[config.mk]
export PLATFORM = sky130hd
export DESIGN_NAME = gauge_status_pin_signaling
export DESIGN_NICKNAME = d
export VERILOG_FILES = /design/src/gauge_pkg.sv /design/src/pulse_if.sv /design/src/tick_divider.sv /design/src/pulse_timer.sv /design/src/gauge_status_pin_signaling.sv
export SDC_FILE = /design/constraint.sdc
export NUM_CORES = 1
export LEC_CHECK = 0
export ABC_AREA = 0
export BUFFER_PORTS_ARGS = -buffer_cell sky130_fd_sc_hd__buf_2
export CAP_MARGIN = 15
export CORE_ASPECT_RATIO = 1.5
export CORE_UTILIZATION = 30
export CTS_BUF_LIST = sky130_fd_sc_hd__clkbuf_8
export DETAILED_ROUTE_END_ITERATION = 6
export HOLD_SLACK_MARGIN = 0.02
export PLACE_DENSITY = 0.58
export SLEW_MARGIN = 20
export SYNTH_ARGS = -nofsm -noshare
export SYNTH_HDL_FRONTEND = slang
export SYNTH_SLANG_ARGS = --single-unit
[constraint.sdc]
create_clock -name clk -period 5.09 [get_ports clk]
set_input_delay 0.509 -clock clk [delete_from_list [all_inputs] [get_ports clk]]
set_output_delay 0.509 -clock clk [all_outputs]
set_load 0.05 [all_outputs]
[src/gauge_pkg.sv]
// Shared constants and types of the gauge pin signaling block
package gauge_pkg;

   // ----------------------------------------------------------------
   // Clock and timing
   // ----------------------------------------------------------------
   localparam int unsigned CLK_PERIOD_NS = 5;
   localparam int unsigned PULSE_NS = 1000000;
   localparam int unsigned PULSE_CYCLES = PULSE_NS / CLK_PERIOD_NS;
   localparam int unsigned WAIT_STEP_NS = 5000;
   localparam int unsigned WAIT_STEP_CYCLES = WAIT_STEP_NS / CLK_PERIOD_NS;
   localparam logic [9:0] POLL_MS_LAST = 10'h3e7;

   // ----------------------------------------------------------------
   // Register offsets (byte addresses)
   // ----------------------------------------------------------------
   localparam logic [7:0] REG_CONFIG = 8'h00;
   localparam logic [7:0] REG_TEMP_LIMITS = 8'h04;
   localparam logic [7:0] REG_SOC_CFG = 8'h08;
   localparam logic [7:0] REG_SHUTDOWN = 8'h0c;
   localparam logic [7:0] REG_FLASH_WAIT = 8'h10;
   localparam logic [7:0] REG_STATUS = 8'h14;
   localparam logic [7:0] REG_TEMPERATURE = 8'h18;

   // ----------------------------------------------------------------
   // Config bit positions
   // ----------------------------------------------------------------
   localparam int unsigned CFG_TEMP_SRC = 0;
   localparam int unsigned CFG_LOWBAT_POL = 1;
   localparam int unsigned CFG_BATGOOD_POL = 2;
   localparam int unsigned CFG_SEL_LO = 3;
   localparam int unsigned CFG_SEL_HI = 4;
   localparam int unsigned CFG_REMOVAL_IRQ = 5;
   localparam int unsigned CFG_FIRST_OCV_IRQ = 6;
   localparam int unsigned CFG_RESTORE = 7;

   // ----------------------------------------------------------------
   // Reset values
   // ----------------------------------------------------------------
   localparam logic [7:0] CONFIG_RESET = 8'h0b;
   localparam logic [23:0] LIMITS_RESET = 24'h022d00;
   localparam logic [23:0] SOC_CFG_RESET = 24'h0f0a00;
   localparam logic [31:0] SHUTDOWN_RESET = 32'h0c1c0bb8;
   localparam logic [15:0] FLASH_WAIT_RESET = 16'h0000;

   // ----------------------------------------------------------------
   // Levels
   // ----------------------------------------------------------------
   localparam logic [7:0] SOC_FULL = 8'h64;
   localparam logic [7:0] UPPER_NONE = 8'hff;
   localparam logic [11:0] THERM_OPEN_MV = 12'h992;

   typedef enum logic [1:0] {
      CS_RELAX = 2'h0,
      CS_CHARGE = 2'h1,
      CS_DISCHARGE = 2'h2
   } chg_state_t;

   typedef enum logic [1:0] {
      BG_NO_BATT = 2'h0,
      BG_WAIT_OCV = 2'h1,
      BG_GOOD = 2'h3,
      BG_INHIBIT = 2'h2
   } bg_state_t;

endpackage

[src/pulse_if.sv]
// Trigger and busy pair between the pin logic and a pulse timer
`timescale 1ns/1ps
`default_nettype none
interface pulse_if;
   logic trigger;
   logic busy;
   modport timer(input trigger, output busy);
   modport owner(output trigger, input busy);
endinterface
`default_nettype wire

[src/tick_divider.sv]
// Divider that emits a one-cycle enable every DIV clocks
`timescale 1ns/1ps
`default_nettype none
module tick_divider #(
   parameter int unsigned DIV = 1000
) (
   input wire logic clk,
   input wire logic resetn,
   output logic tick
);
   typedef struct packed {
      logic [31:0] cnt;
      logic tick;
   } div_state_t;

   div_state_t st;
   div_state_t next_st;

   always_comb begin
      next_st = st;
      next_st.tick = 1'b0;
      if (st.cnt == 32'(DIV - 1)) begin
         next_st.cnt = 32'h0;
         next_st.tick = 1'b1;
      end else begin
         next_st.cnt = st.cnt + 32'h1;
      end
   end

   always_ff @(posedge clk or negedge resetn) begin
      if (!resetn) begin
         st <= '0;
      end else begin
         st <= next_st;
      end
   end

   assign tick = st.tick;
endmodule // tick_divider
`default_nettype wire

[src/pulse_timer.sv]
// Retriggerable one-shot of a fixed number of clocks
`timescale 1ns/1ps
`default_nettype none
module pulse_timer #(
   parameter int unsigned WIDTH = 200000
) (
   input wire logic clk,
   input wire logic resetn,
   pulse_if.timer port
);
   typedef struct packed {
      logic [31:0] cnt;
      logic busy;
   } pt_state_t;

   pt_state_t st;
   pt_state_t next_st;

   // Exact width: a count of clocks, restarted by a new trigger
   always_comb begin
      next_st = st;
      if (port.trigger) begin
         next_st.busy = 1'b1;
         next_st.cnt = 32'(WIDTH - 1);
      end else if (st.cnt != 32'h0) begin
         next_st.cnt = st.cnt - 32'h1;
      end else begin
         next_st.busy = 1'b0;
      end
   end

   always_ff @(posedge clk or negedge resetn) begin
      if (!resetn) begin
         st <= '0;
      end else begin
         st <= next_st;
      end
   end

   assign port.busy = st.busy;
endmodule // pulse_timer
`default_nettype wire

[src/gauge_status_pin_signaling.sv]
// Gauge status pins, interrupt pulses and temperature source select
//
// The register addresses and the Avalon-MM slave port were decided locally.
`timescale 1ns/1ps
`default_nettype none

module gauge_status_pin_signaling #(
   parameter int unsigned ms_cycles = gauge_pkg::PULSE_CYCLES
) (
   input wire logic clk,
   input wire logic resetn,
   input wire logic [7:0] address,
   input wire logic read,
   input wire logic write,
   input wire logic [31:0] writedata,
   input wire logic [3:0] byteenable,
   output logic [31:0] readdata,
   output logic waitrequest,
   input wire logic [7:0] relative_charge_level,
   input wire logic [15:0] battery_mv,
   input wire logic [1:0] charge_state,
   input wire logic [11:0] thermistor_input,
   input wire logic [7:0] thermistor_temp,
   input wire logic [7:0] internal_temp,
   input wire logic init_active,
   input wire logic ocv_busy,
   input wire logic ocv_done,
   input wire logic flash_update_req,
   input wire logic flash_update_busy,
   input wire logic factory_restore_busy,
   input wire logic battery_insert_in,
   output logic battery_insert_out,
   output logic battery_insert_oe,
   output logic low_battery_pin,
   output logic battery_good_pin,
   output logic charge_irq_pin,
   output logic flash_update_go,
   output logic thermistor_gauge_enable,
   output logic thermistor_charger_enable,
   output logic battery_present
);
   // ----------------------------------------------------------------
   // State
   // ----------------------------------------------------------------
   typedef struct packed {
      logic [7:0] cfg;
      logic [23:0] tlim;
      logic [23:0] soccfg;
      logic [31:0] sdcfg;
      logic [15:0] fwait;
      logic waitreq;
      logic [31:0] rdata;
      gauge_pkg::bg_state_t bg;
      logic present;
      logic [9:0] poll_ms;
      logic l1_flag;
      logic [7:0] prev_soc;
      logic [15:0] prev_mv;
      logic [1:0] prev_chg;
      logic [7:0] lower;
      logic align;
      logic flash_wait;
      logic [15:0] flash_cnt;
      logic flash_go;
      logic trig;
      logic armed;
      logic irq;
      logic lowbat;
      logic batgood;
      logic gauge_en;
      logic charger_en;
      logic bi_out;
      logic bi_oe;
   } top_state_t;

   top_state_t st;
   top_state_t next_st;

   logic ms_tick;
   logic step_tick;
   logic poll_now;
   logic [1:0] pin_function_code;
   logic [7:0] temp_now;
   logic [7:0] delta;
   logic [8:0] upper_sum;
   logic [7:0] upper;
   logic [8:0] low_in;
   logic [8:0] high_in;
   logic temp_out;
   logic temp_back;
   logic bg_asserted;
   logic wait_active;

   pulse_if irq_pulse ();

   tick_divider #(.DIV(ms_cycles)) ms_div (
      .clk(clk),
      .resetn(resetn),
      .tick(ms_tick)
   );

   tick_divider #(.DIV(gauge_pkg::WAIT_STEP_CYCLES)) step_div (
      .clk(clk),
      .resetn(resetn),
      .tick(step_tick)
   );

   pulse_timer #(.WIDTH(ms_cycles)) irq_timer (
      .clk(clk),
      .resetn(resetn),
      .port(irq_pulse.timer)
   );

   function automatic logic [31:0] merge_be(input logic [31:0] old,
         input logic [31:0] wd, input logic [3:0] be);
      logic [31:0] r;
      r = old;
      for (int i = 0; i < 4; i++) begin
         if (be[i]) begin
            r[i*8 +: 8] = wd[i*8 +: 8];
         end
      end
      return r;
   endfunction

   // ----------------------------------------------------------------
   // Decodes
   // ----------------------------------------------------------------
   always_comb begin
      // Unused pattern 1/1 falls back to the default code
      unique case ({st.cfg[gauge_pkg::CFG_SEL_HI],
            st.cfg[gauge_pkg::CFG_SEL_LO]})
         2'h0: pin_function_code = 2'h0;
         2'h2: pin_function_code = 2'h2;
         default: pin_function_code = 2'h1;
      endcase
   end

   assign temp_now = st.cfg[gauge_pkg::CFG_TEMP_SRC] ? thermistor_temp :
      internal_temp;
   assign delta = st.soccfg[7:0];
   assign upper_sum = {1'b0, st.lower} + {1'b0, delta};
   assign upper = (upper_sum > {1'b0, gauge_pkg::SOC_FULL}) ?
      gauge_pkg::UPPER_NONE : upper_sum[7:0];
   assign low_in = {1'b0, st.tlim[7:0]} + {1'b0, st.tlim[23:16]};
   assign high_in = {1'b0, st.tlim[15:8]} - {1'b0, st.tlim[23:16]};
   assign temp_out = temp_now < st.tlim[7:0] ||
      temp_now > st.tlim[15:8];
   assign temp_back = {1'b0, temp_now} >= low_in &&
      {1'b0, temp_now} <= high_in;
   assign poll_now = ms_tick && st.poll_ms == gauge_pkg::POLL_MS_LAST;
   assign bg_asserted = battery_good_pin ==
      st.cfg[gauge_pkg::CFG_BATGOOD_POL];
   assign wait_active = !init_active && st.fwait != 16'h0;

   // ----------------------------------------------------------------
   // Next state
   // ----------------------------------------------------------------
   always_comb begin
      next_st = st;
      next_st.trig = 1'b0;
      next_st.flash_go = 1'b0;
      next_st.prev_soc = relative_charge_level;
      next_st.prev_mv = battery_mv;
      next_st.prev_chg = charge_state;

      // Presence only sampled at the poll; pin is never driven
      if (ms_tick) begin
         next_st.poll_ms = poll_now ? 10'h0 : st.poll_ms + 10'h1;
      end
      if (poll_now) begin
         next_st.present = !battery_insert_in &&
            thermistor_input < gauge_pkg::THERM_OPEN_MV;
      end
      if (st.present && !next_st.present &&
            st.cfg[gauge_pkg::CFG_REMOVAL_IRQ]) begin
         next_st.trig = 1'b1;
      end

      // Battery good sequence
      case (st.bg)
         gauge_pkg::BG_NO_BATT: begin
            if (st.present) begin
               next_st.bg = gauge_pkg::BG_WAIT_OCV;
            end
         end
         gauge_pkg::BG_WAIT_OCV: begin
            if (ocv_done) begin
               next_st.bg = gauge_pkg::BG_GOOD;
            end
         end
         gauge_pkg::BG_GOOD: begin
            if (pin_function_code == 2'h1 && temp_out) begin
               next_st.bg = gauge_pkg::BG_INHIBIT;
            end
         end
         default: begin
            if (pin_function_code != 2'h1 || temp_back) begin
               next_st.bg = gauge_pkg::BG_GOOD;
            end
         end
      endcase
      if (!st.present) begin
         next_st.bg = gauge_pkg::BG_NO_BATT;
      end

      // Level 1 flag with its set and clear thresholds
      if (relative_charge_level <= st.soccfg[15:8]) begin
         next_st.l1_flag = 1'b1;
      end else if (relative_charge_level >= st.soccfg[23:16]) begin
         next_st.l1_flag = 1'b0;
      end
      // Crossing test, so a level that jumps past a threshold still pulses
      if ((relative_charge_level <= st.soccfg[15:8] &&
            st.prev_soc > st.soccfg[15:8]) ||
            (relative_charge_level >= st.soccfg[23:16] &&
            st.prev_soc < st.soccfg[23:16])) begin
         next_st.trig = 1'b1;
      end

      // Shutdown voltage thresholds, falling through the low one or rising through the high one
      if ((battery_mv <= st.sdcfg[15:0] && st.prev_mv > st.sdcfg[15:0]) ||
            (battery_mv >= st.sdcfg[31:16] &&
            st.prev_mv < st.sdcfg[31:16])) begin
         next_st.trig = 1'b1;
      end

      // Delta points: lower is the last point passed
      if (delta == 8'h0) begin
         next_st.lower = gauge_pkg::SOC_FULL;
         next_st.align = 1'b1;
      end else begin
         if (charge_state != st.prev_chg) begin
            next_st.trig = 1'b1;
         end
         if (st.align) begin
            // Walk down to the current level without pulsing
            if (relative_charge_level < st.lower) begin
               next_st.lower = st.lower >= delta ? st.lower - delta : 8'h0;
            end else begin
               next_st.align = 1'b0;
            end
         end else if (charge_state == gauge_pkg::CS_CHARGE &&
               upper != gauge_pkg::UPPER_NONE &&
               relative_charge_level >= upper) begin
            next_st.lower = upper;
            next_st.trig = 1'b1;
         end else if (charge_state == gauge_pkg::CS_DISCHARGE) begin
            if (relative_charge_level < st.lower) begin
               next_st.lower = st.lower >= delta ? st.lower - delta : 8'h0;
               next_st.trig = 1'b1;
            end
            if (relative_charge_level == 8'h0 && st.prev_soc != 8'h0) begin
               next_st.trig = 1'b1;
            end
         end
      end

      // Previous samples are not real yet in the first cycle after reset
      if (!st.armed) begin
         next_st.trig = 1'b0;
      end
      next_st.armed = 1'b1;

      // Flash update indication and wait in 5us steps
      if (st.flash_wait) begin
         if (step_tick) begin
            next_st.flash_cnt = st.flash_cnt - 16'h1;
            if (st.flash_cnt == 16'h1) begin
               next_st.flash_wait = 1'b0;
               next_st.flash_go = 1'b1;
            end
         end
      end else if (flash_update_req) begin
         if (wait_active) begin
            next_st.flash_wait = 1'b1;
            next_st.flash_cnt = st.fwait;
         end else begin
            next_st.flash_go = 1'b1;
         end
      end

      // Bus slave: one wait cycle, then the access completes
      next_st.waitreq = 1'b1;
      if (st.waitreq && (read || write)) begin
         next_st.waitreq = 1'b0;
      end
      if (st.waitreq && read) begin
         if (address == gauge_pkg::REG_CONFIG) begin
            next_st.rdata = {24'h0, st.cfg};
         end else if (address == gauge_pkg::REG_TEMP_LIMITS) begin
            next_st.rdata = {8'h0, st.tlim};
         end else if (address == gauge_pkg::REG_SOC_CFG) begin
            next_st.rdata = {8'h0, st.soccfg};
         end else if (address == gauge_pkg::REG_SHUTDOWN) begin
            next_st.rdata = st.sdcfg;
         end else if (address == gauge_pkg::REG_FLASH_WAIT) begin
            next_st.rdata = {16'h0, st.fwait};
         end else if (address == gauge_pkg::REG_STATUS) begin
            next_st.rdata = {24'h0, st.irq, st.flash_wait,
               pin_function_code, st.l1_flag,
               st.bg == gauge_pkg::BG_INHIBIT,
               st.bg == gauge_pkg::BG_GOOD, st.present};
         end else if (address == gauge_pkg::REG_TEMPERATURE) begin
            next_st.rdata = {24'h0, temp_now};
         end else begin
            next_st.rdata = 32'h0;
         end
      end
      if (!st.waitreq && write) begin
         if (address == gauge_pkg::REG_CONFIG) begin
            next_st.cfg = 8'(merge_be({24'h0, st.cfg}, writedata,
               byteenable));
            if (byteenable[0] && writedata[gauge_pkg::CFG_RESTORE]) begin
               next_st.cfg = gauge_pkg::CONFIG_RESET;
               next_st.tlim = gauge_pkg::LIMITS_RESET;
               next_st.soccfg = gauge_pkg::SOC_CFG_RESET;
               next_st.sdcfg = gauge_pkg::SHUTDOWN_RESET;
               next_st.fwait = gauge_pkg::FLASH_WAIT_RESET;
            end
            next_st.cfg[gauge_pkg::CFG_RESTORE] = 1'b0;
         end else if (address == gauge_pkg::REG_TEMP_LIMITS) begin
            next_st.tlim = 24'(merge_be({8'h0, st.tlim}, writedata,
               byteenable));
         end else if (address == gauge_pkg::REG_SOC_CFG) begin
            next_st.soccfg = 24'(merge_be({8'h0, st.soccfg}, writedata,
               byteenable));
            next_st.lower = gauge_pkg::SOC_FULL;
            next_st.align = 1'b1;
         end else if (address == gauge_pkg::REG_SHUTDOWN) begin
            next_st.sdcfg = merge_be(st.sdcfg, writedata, byteenable);
         end else if (address == gauge_pkg::REG_FLASH_WAIT) begin
            next_st.fwait = 16'(merge_be({16'h0, st.fwait}, writedata,
               byteenable));
         end
      end

      // Pins, all registered
      next_st.lowbat = st.cfg[gauge_pkg::CFG_LOWBAT_POL] ? next_st.l1_flag :
         !next_st.l1_flag;
      next_st.batgood = st.cfg[gauge_pkg::CFG_BATGOOD_POL] ~^
         (next_st.bg == gauge_pkg::BG_GOOD);
      next_st.gauge_en = st.cfg[gauge_pkg::CFG_TEMP_SRC] &&
         (pin_function_code == 2'h1 ||
         charge_state != gauge_pkg::CS_CHARGE);
      next_st.charger_en = pin_function_code == 2'h2 &&
         charge_state == gauge_pkg::CS_CHARGE;
      next_st.irq = irq_pulse.busy || factory_restore_busy ||
         (ocv_busy && (!init_active ||
         st.cfg[gauge_pkg::CFG_FIRST_OCV_IRQ])) ||
         st.flash_wait || (flash_update_busy && wait_active);
   end

   // Reset holds every control bit at its documented default
   always_ff @(posedge clk or negedge resetn) begin
      if (!resetn) begin
         st <= '0;
         st.cfg <= gauge_pkg::CONFIG_RESET;
         st.tlim <= gauge_pkg::LIMITS_RESET;
         st.soccfg <= gauge_pkg::SOC_CFG_RESET;
         st.sdcfg <= gauge_pkg::SHUTDOWN_RESET;
         st.fwait <= gauge_pkg::FLASH_WAIT_RESET;
         st.waitreq <= 1'b1;
         st.bg <= gauge_pkg::BG_NO_BATT;
         st.lower <= gauge_pkg::SOC_FULL;
         st.align <= 1'b1;
         st.lowbat <= 1'b0;
         st.batgood <= 1'b1;
      end else begin
         st <= next_st;
      end
   end

   assign irq_pulse.trigger = st.trig;
   assign readdata = st.rdata;
   assign waitrequest = st.waitreq;
   assign battery_insert_out = st.bi_out;
   assign battery_insert_oe = st.bi_oe;
   assign low_battery_pin = st.lowbat;
   assign battery_good_pin = st.batgood;
   assign charge_irq_pin = st.irq;
   assign flash_update_go = st.flash_go;
   assign thermistor_gauge_enable = st.gauge_en;
   assign thermistor_charger_enable = st.charger_en;
   assign battery_present = st.present;
endmodule // gauge_status_pin_signaling
`default_nettype wire

---- Word-level counts from Yosys, hierarchy flattened ----
Cells that the tools add are included.
word-level totals
  logic and storage cells ................. 240
  bits of input ports ..................... 109
  register bits ........................... 309
  output and inout bits ................... 42
operators by class
  bitwise logic cells ..................... 1
  eq/ne operators ......................... 29
  magnitude comparators ................... 17
  $add $sub $neg .......................... 9
  mux-type cells .......................... 72
  reduce and logical (&&, ||, !) cells .... 72
operators with widths
  operator                                            number
  two-way mux 32 bit                                  8
  two-way mux 8 bit                                   13
  two-way mux 103 bit                                 1
  two-way mux 96 bit                                  1
  two-way mux 72 bit                                  1
  adder 32 x 1 -> 32 bit, second input constant       2
  two-way mux 18 bit                                  3
  two-way mux 16 bit                                  3
  two-way mux 24 bit                                  2
  two-way mux 48 bit                                  1
  two-way mux 9 bit                                   5
  two-way mux 33 bit                                  1
  == test 32 x 10 -> 1 bit, second input constant     1
  == test 32 x 18 -> 1 bit, second input constant     1
  nonzero test 32 bit                                 1
  subtractor 32 x 1 -> 32 bit, second input constant  1
  == test 8 x 5 -> 1 bit, second input constant       3
  greater-or-equal comparator 8 bit                   3
  logical NOT 8 bit                                   3
  less-than comparator 8 bit                          3
  two-way mux 1 bit                                   24
  AND reduction 6 bit                                 4
  nonzero test 2 bit                                  12
  logical AND 1 bit                                   22
  other kinds (41)                                    81

---- Logic depth before layout (Yosys ltp) ----
Gate-level depths: netlist of the first run.
  word-level depth ........................ 17
  depth in mapped cells ................... 18
  gate-level depth less buffers ........... 18

---- Modules after synthesis ----
A second synthesis of the first run with hierarchy kept.
unflattened totals
  cells, all modules ...................... 2077
  area, all modules ....................... 19301.0 um^2
modules (own cells, without submodules)
  module                      sequential area each (um^2)  area each (um^2)  cells an instance  times used
  gauge_status_pin_signaling  5295.1                       14186.1           1580               1
  pulse_timer                 825.8                        1869.3            192                1
  tick_divider (ms_div)       825.8                        1632.8            149                1
  tick_divider (step_div)     825.8                        1612.8            156                1

---- Worst setup path before layout of the first run ----
Ideal clock, no wire load.
  kind .................................... register -> register
  start point ............................. reg st, in the netlist delta[3]
  end point ............................... reg st[28] (netlist name)
  stages on the path, launching flop included .. 18
  setup time .............................. 0.120 ns
  path slack .............................. 1.324 ns
  clock period less this slack ............ 3.766 ns
  arrival ................................. 3.646 ns
  path buffers ............................ 0
  cells stage by stage .................... dfrtp_1 inv_1 ha_1 inv_2 a311o_1 or3_1 a32oi_1 a21o_4 clkinv_4 and2_1 ha_1 o21a_1 o2111ai_1 nor3_1 a21oi_1 a211oi_1 o21ai_0 o211a_1
RTL lines
  what                    RTL line                           RTL
  start, declared         gauge_status_pin_signaling.sv:76   top_state_t st;
  start signal, assigned  gauge_status_pin_signaling.sv:370  st <= next_st;

==> run metrics, run 1 <==
CTS tree=yes; fin. max-slew vios=0; Yosys top cell area share=0.374; worst min path class=input pin to flop; RR Endpoint=irq_pulse.trigger; hold_sp=writedata[29]; Fmax=0.224 GHz; initial antenna violation count=9; Ys Warns=0; Hold EP=st[154]; Seq/Total Area, Yosys=0.420; Mapped Area=18,500 um^2; Ports=151; final wirelength=58,200 um; vias per inst=5.23; FF-to-FF Start=delta[2]; CTS Buffer Depth=3; Detail Placement HPWL=44,900 um; Worst-path clk slew=60 ps; Die W=205 um; commonest cells after routing, fill and taps aside=277 x nand2_1, 276 x dfrtp_1, 177 x ha_1; RSZ-0062 raised after global routing=false; total grt overflow=0; Tmin final=4470 ps; synth top area cells=dfrtp_1 37%, ha_1 12%, nand2_1 5.6%; critical path type=flop to flop; layout cells sized above 1=0.142; Worst slew margin=0.251; nature of the critical path startpoint=flop; GR peak layer=met2; fraction of registers with async set/reset=1.00; Initial Util=0.303; die extent in y=306 um; H-tree levels=2; vias in the first global route=15.9k; synthesized netlist cell count=2,007; CP required=5690 ps; Yosys top cell by area=dfrtp_1; critical-path cell list=inv_1 > ha_1 > o21bai_1 > a311oi_1 > o21bai_1 > xnor2_1 > a21o_4 > clkinv_4 > and2_1 > ha_1 > o21a_1 > o2111ai_1 > nor3_1 > a21oi_1 > a211oi_1 > buf_4 > o21ai_1 > a31oi_1; # DRC=1; area grow syn2layout=15.6%; setup TNS=0 ps; Fin. Hold Viols=0; Worst Path Max Fanout=11; power per standard cell area=281 nW/um^2; fin nets=2,448; met1 Use GR=0.205; routability cong.=0.883; wire per inst=19.4 um; number of synthesized flops with an enable pin=0; Row Count=111; pre-CTS WS=666 ps; most common cell after layout, fill and taps aside=nand2_1; Register-to-Register Path Depth=18; GR Util met2=0.336; Yosys cell types=79; Final Cycle Share=0.878; CP arrival=5070 ps; Hold Path Depth=3; M3 GR Usage=0.0359; failing checks=design-rule violations; CTS Buf Count=51; CTS Root Cell=clkbuf_8; TritonCTS Sinks=309; Pre-Repair DR Iteration Count=7; max-cap violations=0; overall routing resource usage=0.186; Most used DFF post-synth=dfrtp_1; Clock Skew=55.8 ps; Tightest Pin Transition=1120 ps; core area=61,100 um^2; largest stage delay on the critical path=510 ps; Critical Path Sink Type=flop; leakage=9.48 nW; worst setup margin=619 ps; FF-to-FF setup slack=620 ps; first-pass GRT wire length=90,200 um; WHS=63.3 ps; post-route ant nets=0; status=finished with violations; clk_lat worst skew=690 ps; die footprint=62,700 um^2; Post-CTS Resized=0; final setup fails=0; Max VDD drop=139 uV; critical path's slowest cell=ha_1; largest net degree at the start of global routing=165; Port Buffer Count=147; syn avg cell area=9.23 um^2; via count=15.7k; total power=6.02 mW; post-synthesis register bit count=309; drt first-iter violations=971
## per-stage QoR
stage / utilization / instances / cell area, um^2
5_1_grt: 0.350 / 2995 / 21400
3_5_place_dp: 0.326 / 2873 / 19900
2_1_floorplan: - / 2008 / 18500
6_report: 0.350 / 2995 / 21400
3_3_place_gp: 0.326 / 2873 / 19900
4_1_cts: 0.350 / 2991 / 21400
## logic make-up after synthesis
family,after synthesis,synth area share
flip-flops,309,0.420
buffers and inverters,209,0.0501
adder cells (fa/ha/maj),181,0.124
multiplexers,12,0.00743
AND/OR/NAND/NOR,712,0.184
XOR/XNOR,109,0.0516
AO/OA/AOI/OAI,473,0.163
other,2,0.000406
## per-layer routing
layer	wire [um]	vias up
met5	71	-
met4	2840	10
met3	3330	149
met2	29900	445
met1	22000	7599
li1	-	7455
## worst max-delay path, delay by kind of cell (launching register included)
kind	cells	cell delay, ps
buf+inv	3	380
simple gates	2	370
xor+xnor	1	320
flops	1	440
fa+ha+maj	2	780
compound gates	10	2140
## sequential cells by signal, indices dropped and copies added, names as in the netlist, 8 cells and up
register	count
delta	8
irq_timer.st	32
step_div.st	32
ms_div.st	32
readdata	32
st	161
## cell usage after synthesis, types with 30 or more instances
cell type / instances
nand2_1: 278
dfrtp_1: 277
ha_1: 177
o21ai_0: 170
nor2_1: 127
inv_1: 120
a21oi_1: 94
xnor2_1: 77
nand3_1: 71
clkbuf_1: 43
nor3_1: 39
buf_4: 35
nand4_1: 34
dfstp_2: 32
xor2_1: 32
nor4_1: 30
## power breakdown
part / switching [mW] / internal, mW / total [mW]
clock: 1.14 / 1.47 / 2.61
sequential: 0.0761 / 2.52 / 2.60
combinational: 0.504 / 0.299 / 0.803
total: 1.72 / 4.29 / 6.02
## worst max-delay path by stage
stage	to	depth (start not counted)	slack, ps	start
floorplan	st[28]	17	1320	delta[3]
finish	irq_pulse.trigger	18	620	delta[2]
detailed placement	irq_pulse.trigger	16	670	delta[2]
global placement	irq_pulse.trigger	16	700	delta[2]
CTS	irq_pulse.trigger	16	650	delta[2]
global route	irq_pulse.trigger	16	400	delta[2]
## what timing repair did
item | in CTS | in global routing
endpoints found under the hold margin | 49 | 0
setup buffers | 0 | 0
hold buffers | 23 | 0
## area by class of cell
| cell class | count | area (um^2) |
|---|---|---|
| multi-input cells | 1490 | 9830 |
| diodes | 4 | 10.0 |
| flip-flops and latches | 309 | 7770 |
| inverters | 122 | 463 |
| fillers | 6317 | 39700 |
| well taps | 791 | 990 |
| clock inverters | 27 | 289 |
| clock buffers | 68 | 936 |
| repair buffers | 184 | 1110 |
Power figures use the tool's default switching activity.
==> inputs of run 2 (changes only) <==
--- a/config.mk
+++ b/config.mk
@@ -6,14 +6,15 @@
 export NUM_CORES = 1
 export LEC_CHECK = 0
 export ABC_AREA = 0
-export BUFFER_PORTS_ARGS = -buffer_cell sky130_fd_sc_hd__buf_2
+export BUFFER_PORTS_ARGS = -buffer_cell sky130_fd_sc_hd__buf_4
 export CAP_MARGIN = 15
 export CORE_ASPECT_RATIO = 1.5
-export CORE_UTILIZATION = 30
+export CORE_UTILIZATION = 50
 export CTS_BUF_LIST = sky130_fd_sc_hd__clkbuf_8
 export DETAILED_ROUTE_END_ITERATION = 6
 export HOLD_SLACK_MARGIN = 0.02
-export PLACE_DENSITY = 0.58
+export MAX_ROUTING_LAYER = met4
+export PLACE_DENSITY = 0.8
 export SLEW_MARGIN = 20
 export SYNTH_ARGS = -nofsm -noshare
 export SYNTH_HDL_FRONTEND = slang
==> run metrics, run 2 (synthesized netlist as in run 1, its figures left out) <==
n_diodes=0; critical path type=flop to flop; total grt overflow=0; RSZ-0062 raised after global routing=false; power per standard cell area=265 nW/um^2; via count=15.9k; Worst Path Max Fanout=11; final wirelength=53,300 um; max-cap violations=0; Detail Placement HPWL=40,200 um; Initial Util=0.506; CP required=5600 ps; failing checks=negative hold slack; initial antenna violation count=0; Reg power frac=0.470; area grow syn2layout=12.8%; CTS Root Cell=clkbuf_8; switching portion of total power=0.288; layout cells sized above 1=0.137; overall routing resource usage=0.291; delay-heaviest family, CP=compound AO/OA/AOI/OAI gates; largest stage delay on the critical path=720 ps; Pre-Repair DR Iteration Count=7; Largest Register=st; WP buf/inv=2; Filler cells=3,252; final setup fails=0; worst min path class=input pin to asynchronous set/reset pin; wire per inst=20.1 um; drt first-iter violations=1,156; leakage=9.37 nW; fin. max-slew vios=0; die footprint=37,800 um^2; Fin. Hold Viols=11; WHS=-50.6 ps; Row Count=86; Tightest Pin Transition=1030 ps; largest net degree at the start of global routing=117; post-route ant nets=0; CTS Buf Count=48; Clock Power Share=0.383; Pint=3.94 mW; worst setup margin=569 ps; H-tree levels=2; Clock Skew=17.4 ps; max reg flops=161; vias per inst=5.99; routability cong.=1.00; Worst slew margin=0.307; # DRC=0; CTS tree=yes; Port Buffer Count=147; Worst-path clk slew=70 ps; Tmin final=4520 ps; Ports=151; pre-CTS WS=638 ps; Max VDD drop=188 uV; status=finished with violations; die extent in y=238 um; TritonCTS Sinks=309; setup TNS=0 ps; most common cell after layout, fill and taps aside=nand2_1; Final Cycle Share=0.888; nature of the critical path startpoint=flop; Die W=159 um; clk_lat worst skew=610 ps; CP arrival=5030 ps; Gate power share=0.147; critical path's slowest cell=a211oi_1; fin nets=2,424; Critical Path Sink Type=flop; vias in the first global route=16.1k; postcts setup bufs=0; Fmax=0.221 GHz; core area=36,600 um^2; first-pass GRT wire length=84,200 um; CTS Buffer Depth=3; critical-path cell list=inv_1 > ha_1 > o21bai_1 > a311oi_1 > o21bai_1 > xnor2_1 > a21o_4 > clkinv_4 > and2_1 > ha_1 > o21a_1 > o2111ai_1 > nor3_1 > a21oi_1 > a211oi_1 > o21ai_0 > o211a_1; Psw=1.59 mW; commonest cells after routing, fill and taps aside=278 x nand2_1, 276 x dfrtp_1, 177 x ha_1
## run 2: cell count changes in the layout (fill, tap and decap cells not counted), sizes merged
cell,delta
dlygate4sd3,-18
clkbuf,-9
inv,+6
bufinv,-4
clkinv,-4
diode,-4
buf,-3
## run 2: area by class of cell
class	count	area, um^2	area share
Clock buffer	59	812	0.0389
Clock inverter	25	144	0.00689
Inverter	122	463	0.0222
Multi-Input combinational cell	1490	9840	0.471
Sequential cell	309	7770	0.372
Tap cell	484	606	0.0290
Timing Repair Buffer	163	1260	0.0601
## run 2: final timing paths
path	start	to	slack, ps	cells after the start
worst max-delay path	delta[2]	st[28]	570	17
worst min-delay path	resetn	readdata[27]	-50	1
worst max register to register	delta[2]	st[28]	570	17
worst min register to register	ms_div.st[1]	ms_div.st[1]	460	1
max in group asynchronous	resetn	irq_timer.st[23]	3870	2
min in group clk	battery_mv[4]	st[42]	40	1
## run 2: through the flow
stage          power [mW]   util  area (um^2)  cells
2_1_floorplan        3.10      -        18500   2008
3_3_place_gp         3.41  0.543        19900   2563
3_5_place_dp         3.44  0.543        19900   2563
4_1_cts              5.56  0.570        20900   2650
5_1_grt              5.76  0.571        20900   2652
6_report             5.54  0.571        20900   2652
## run 2: what timing repair did
action,CTS,global route
gates resized for setup,0,0
endpoints found under the setup margin,0,0
hold buffers,3,2
hold endpoints to repair,3,2
## run 2: power by group through the flow
| stage | Clock, mW | Sequential [mW] | Combinational [mW] |
|---|---|---|---|
| 3_5_place_dp | 0 | 2.64 | 0.797 |
| 6_report | 2.12 | 2.60 | 0.811 |
| 2_1_floorplan | 0 | 2.61 | 0.489 |
| 4_1_cts | 2.16 | 2.60 | 0.803 |
| 5_1_grt | 2.26 | 2.61 | 0.901 |
| 3_3_place_gp | 0 | 2.64 | 0.771 |
## run 2: per-layer routing
metal | global-route usage | vias up | routed length (um)
met5 | - | - | 0
met4 | 0.210 | 0 | 4230
met3 | 0.0574 | 220 | 3490
met2 | 0.487 | 581 | 26200
met1 | 0.308 | 7665 | 19300
li1 | - | 7407 | -
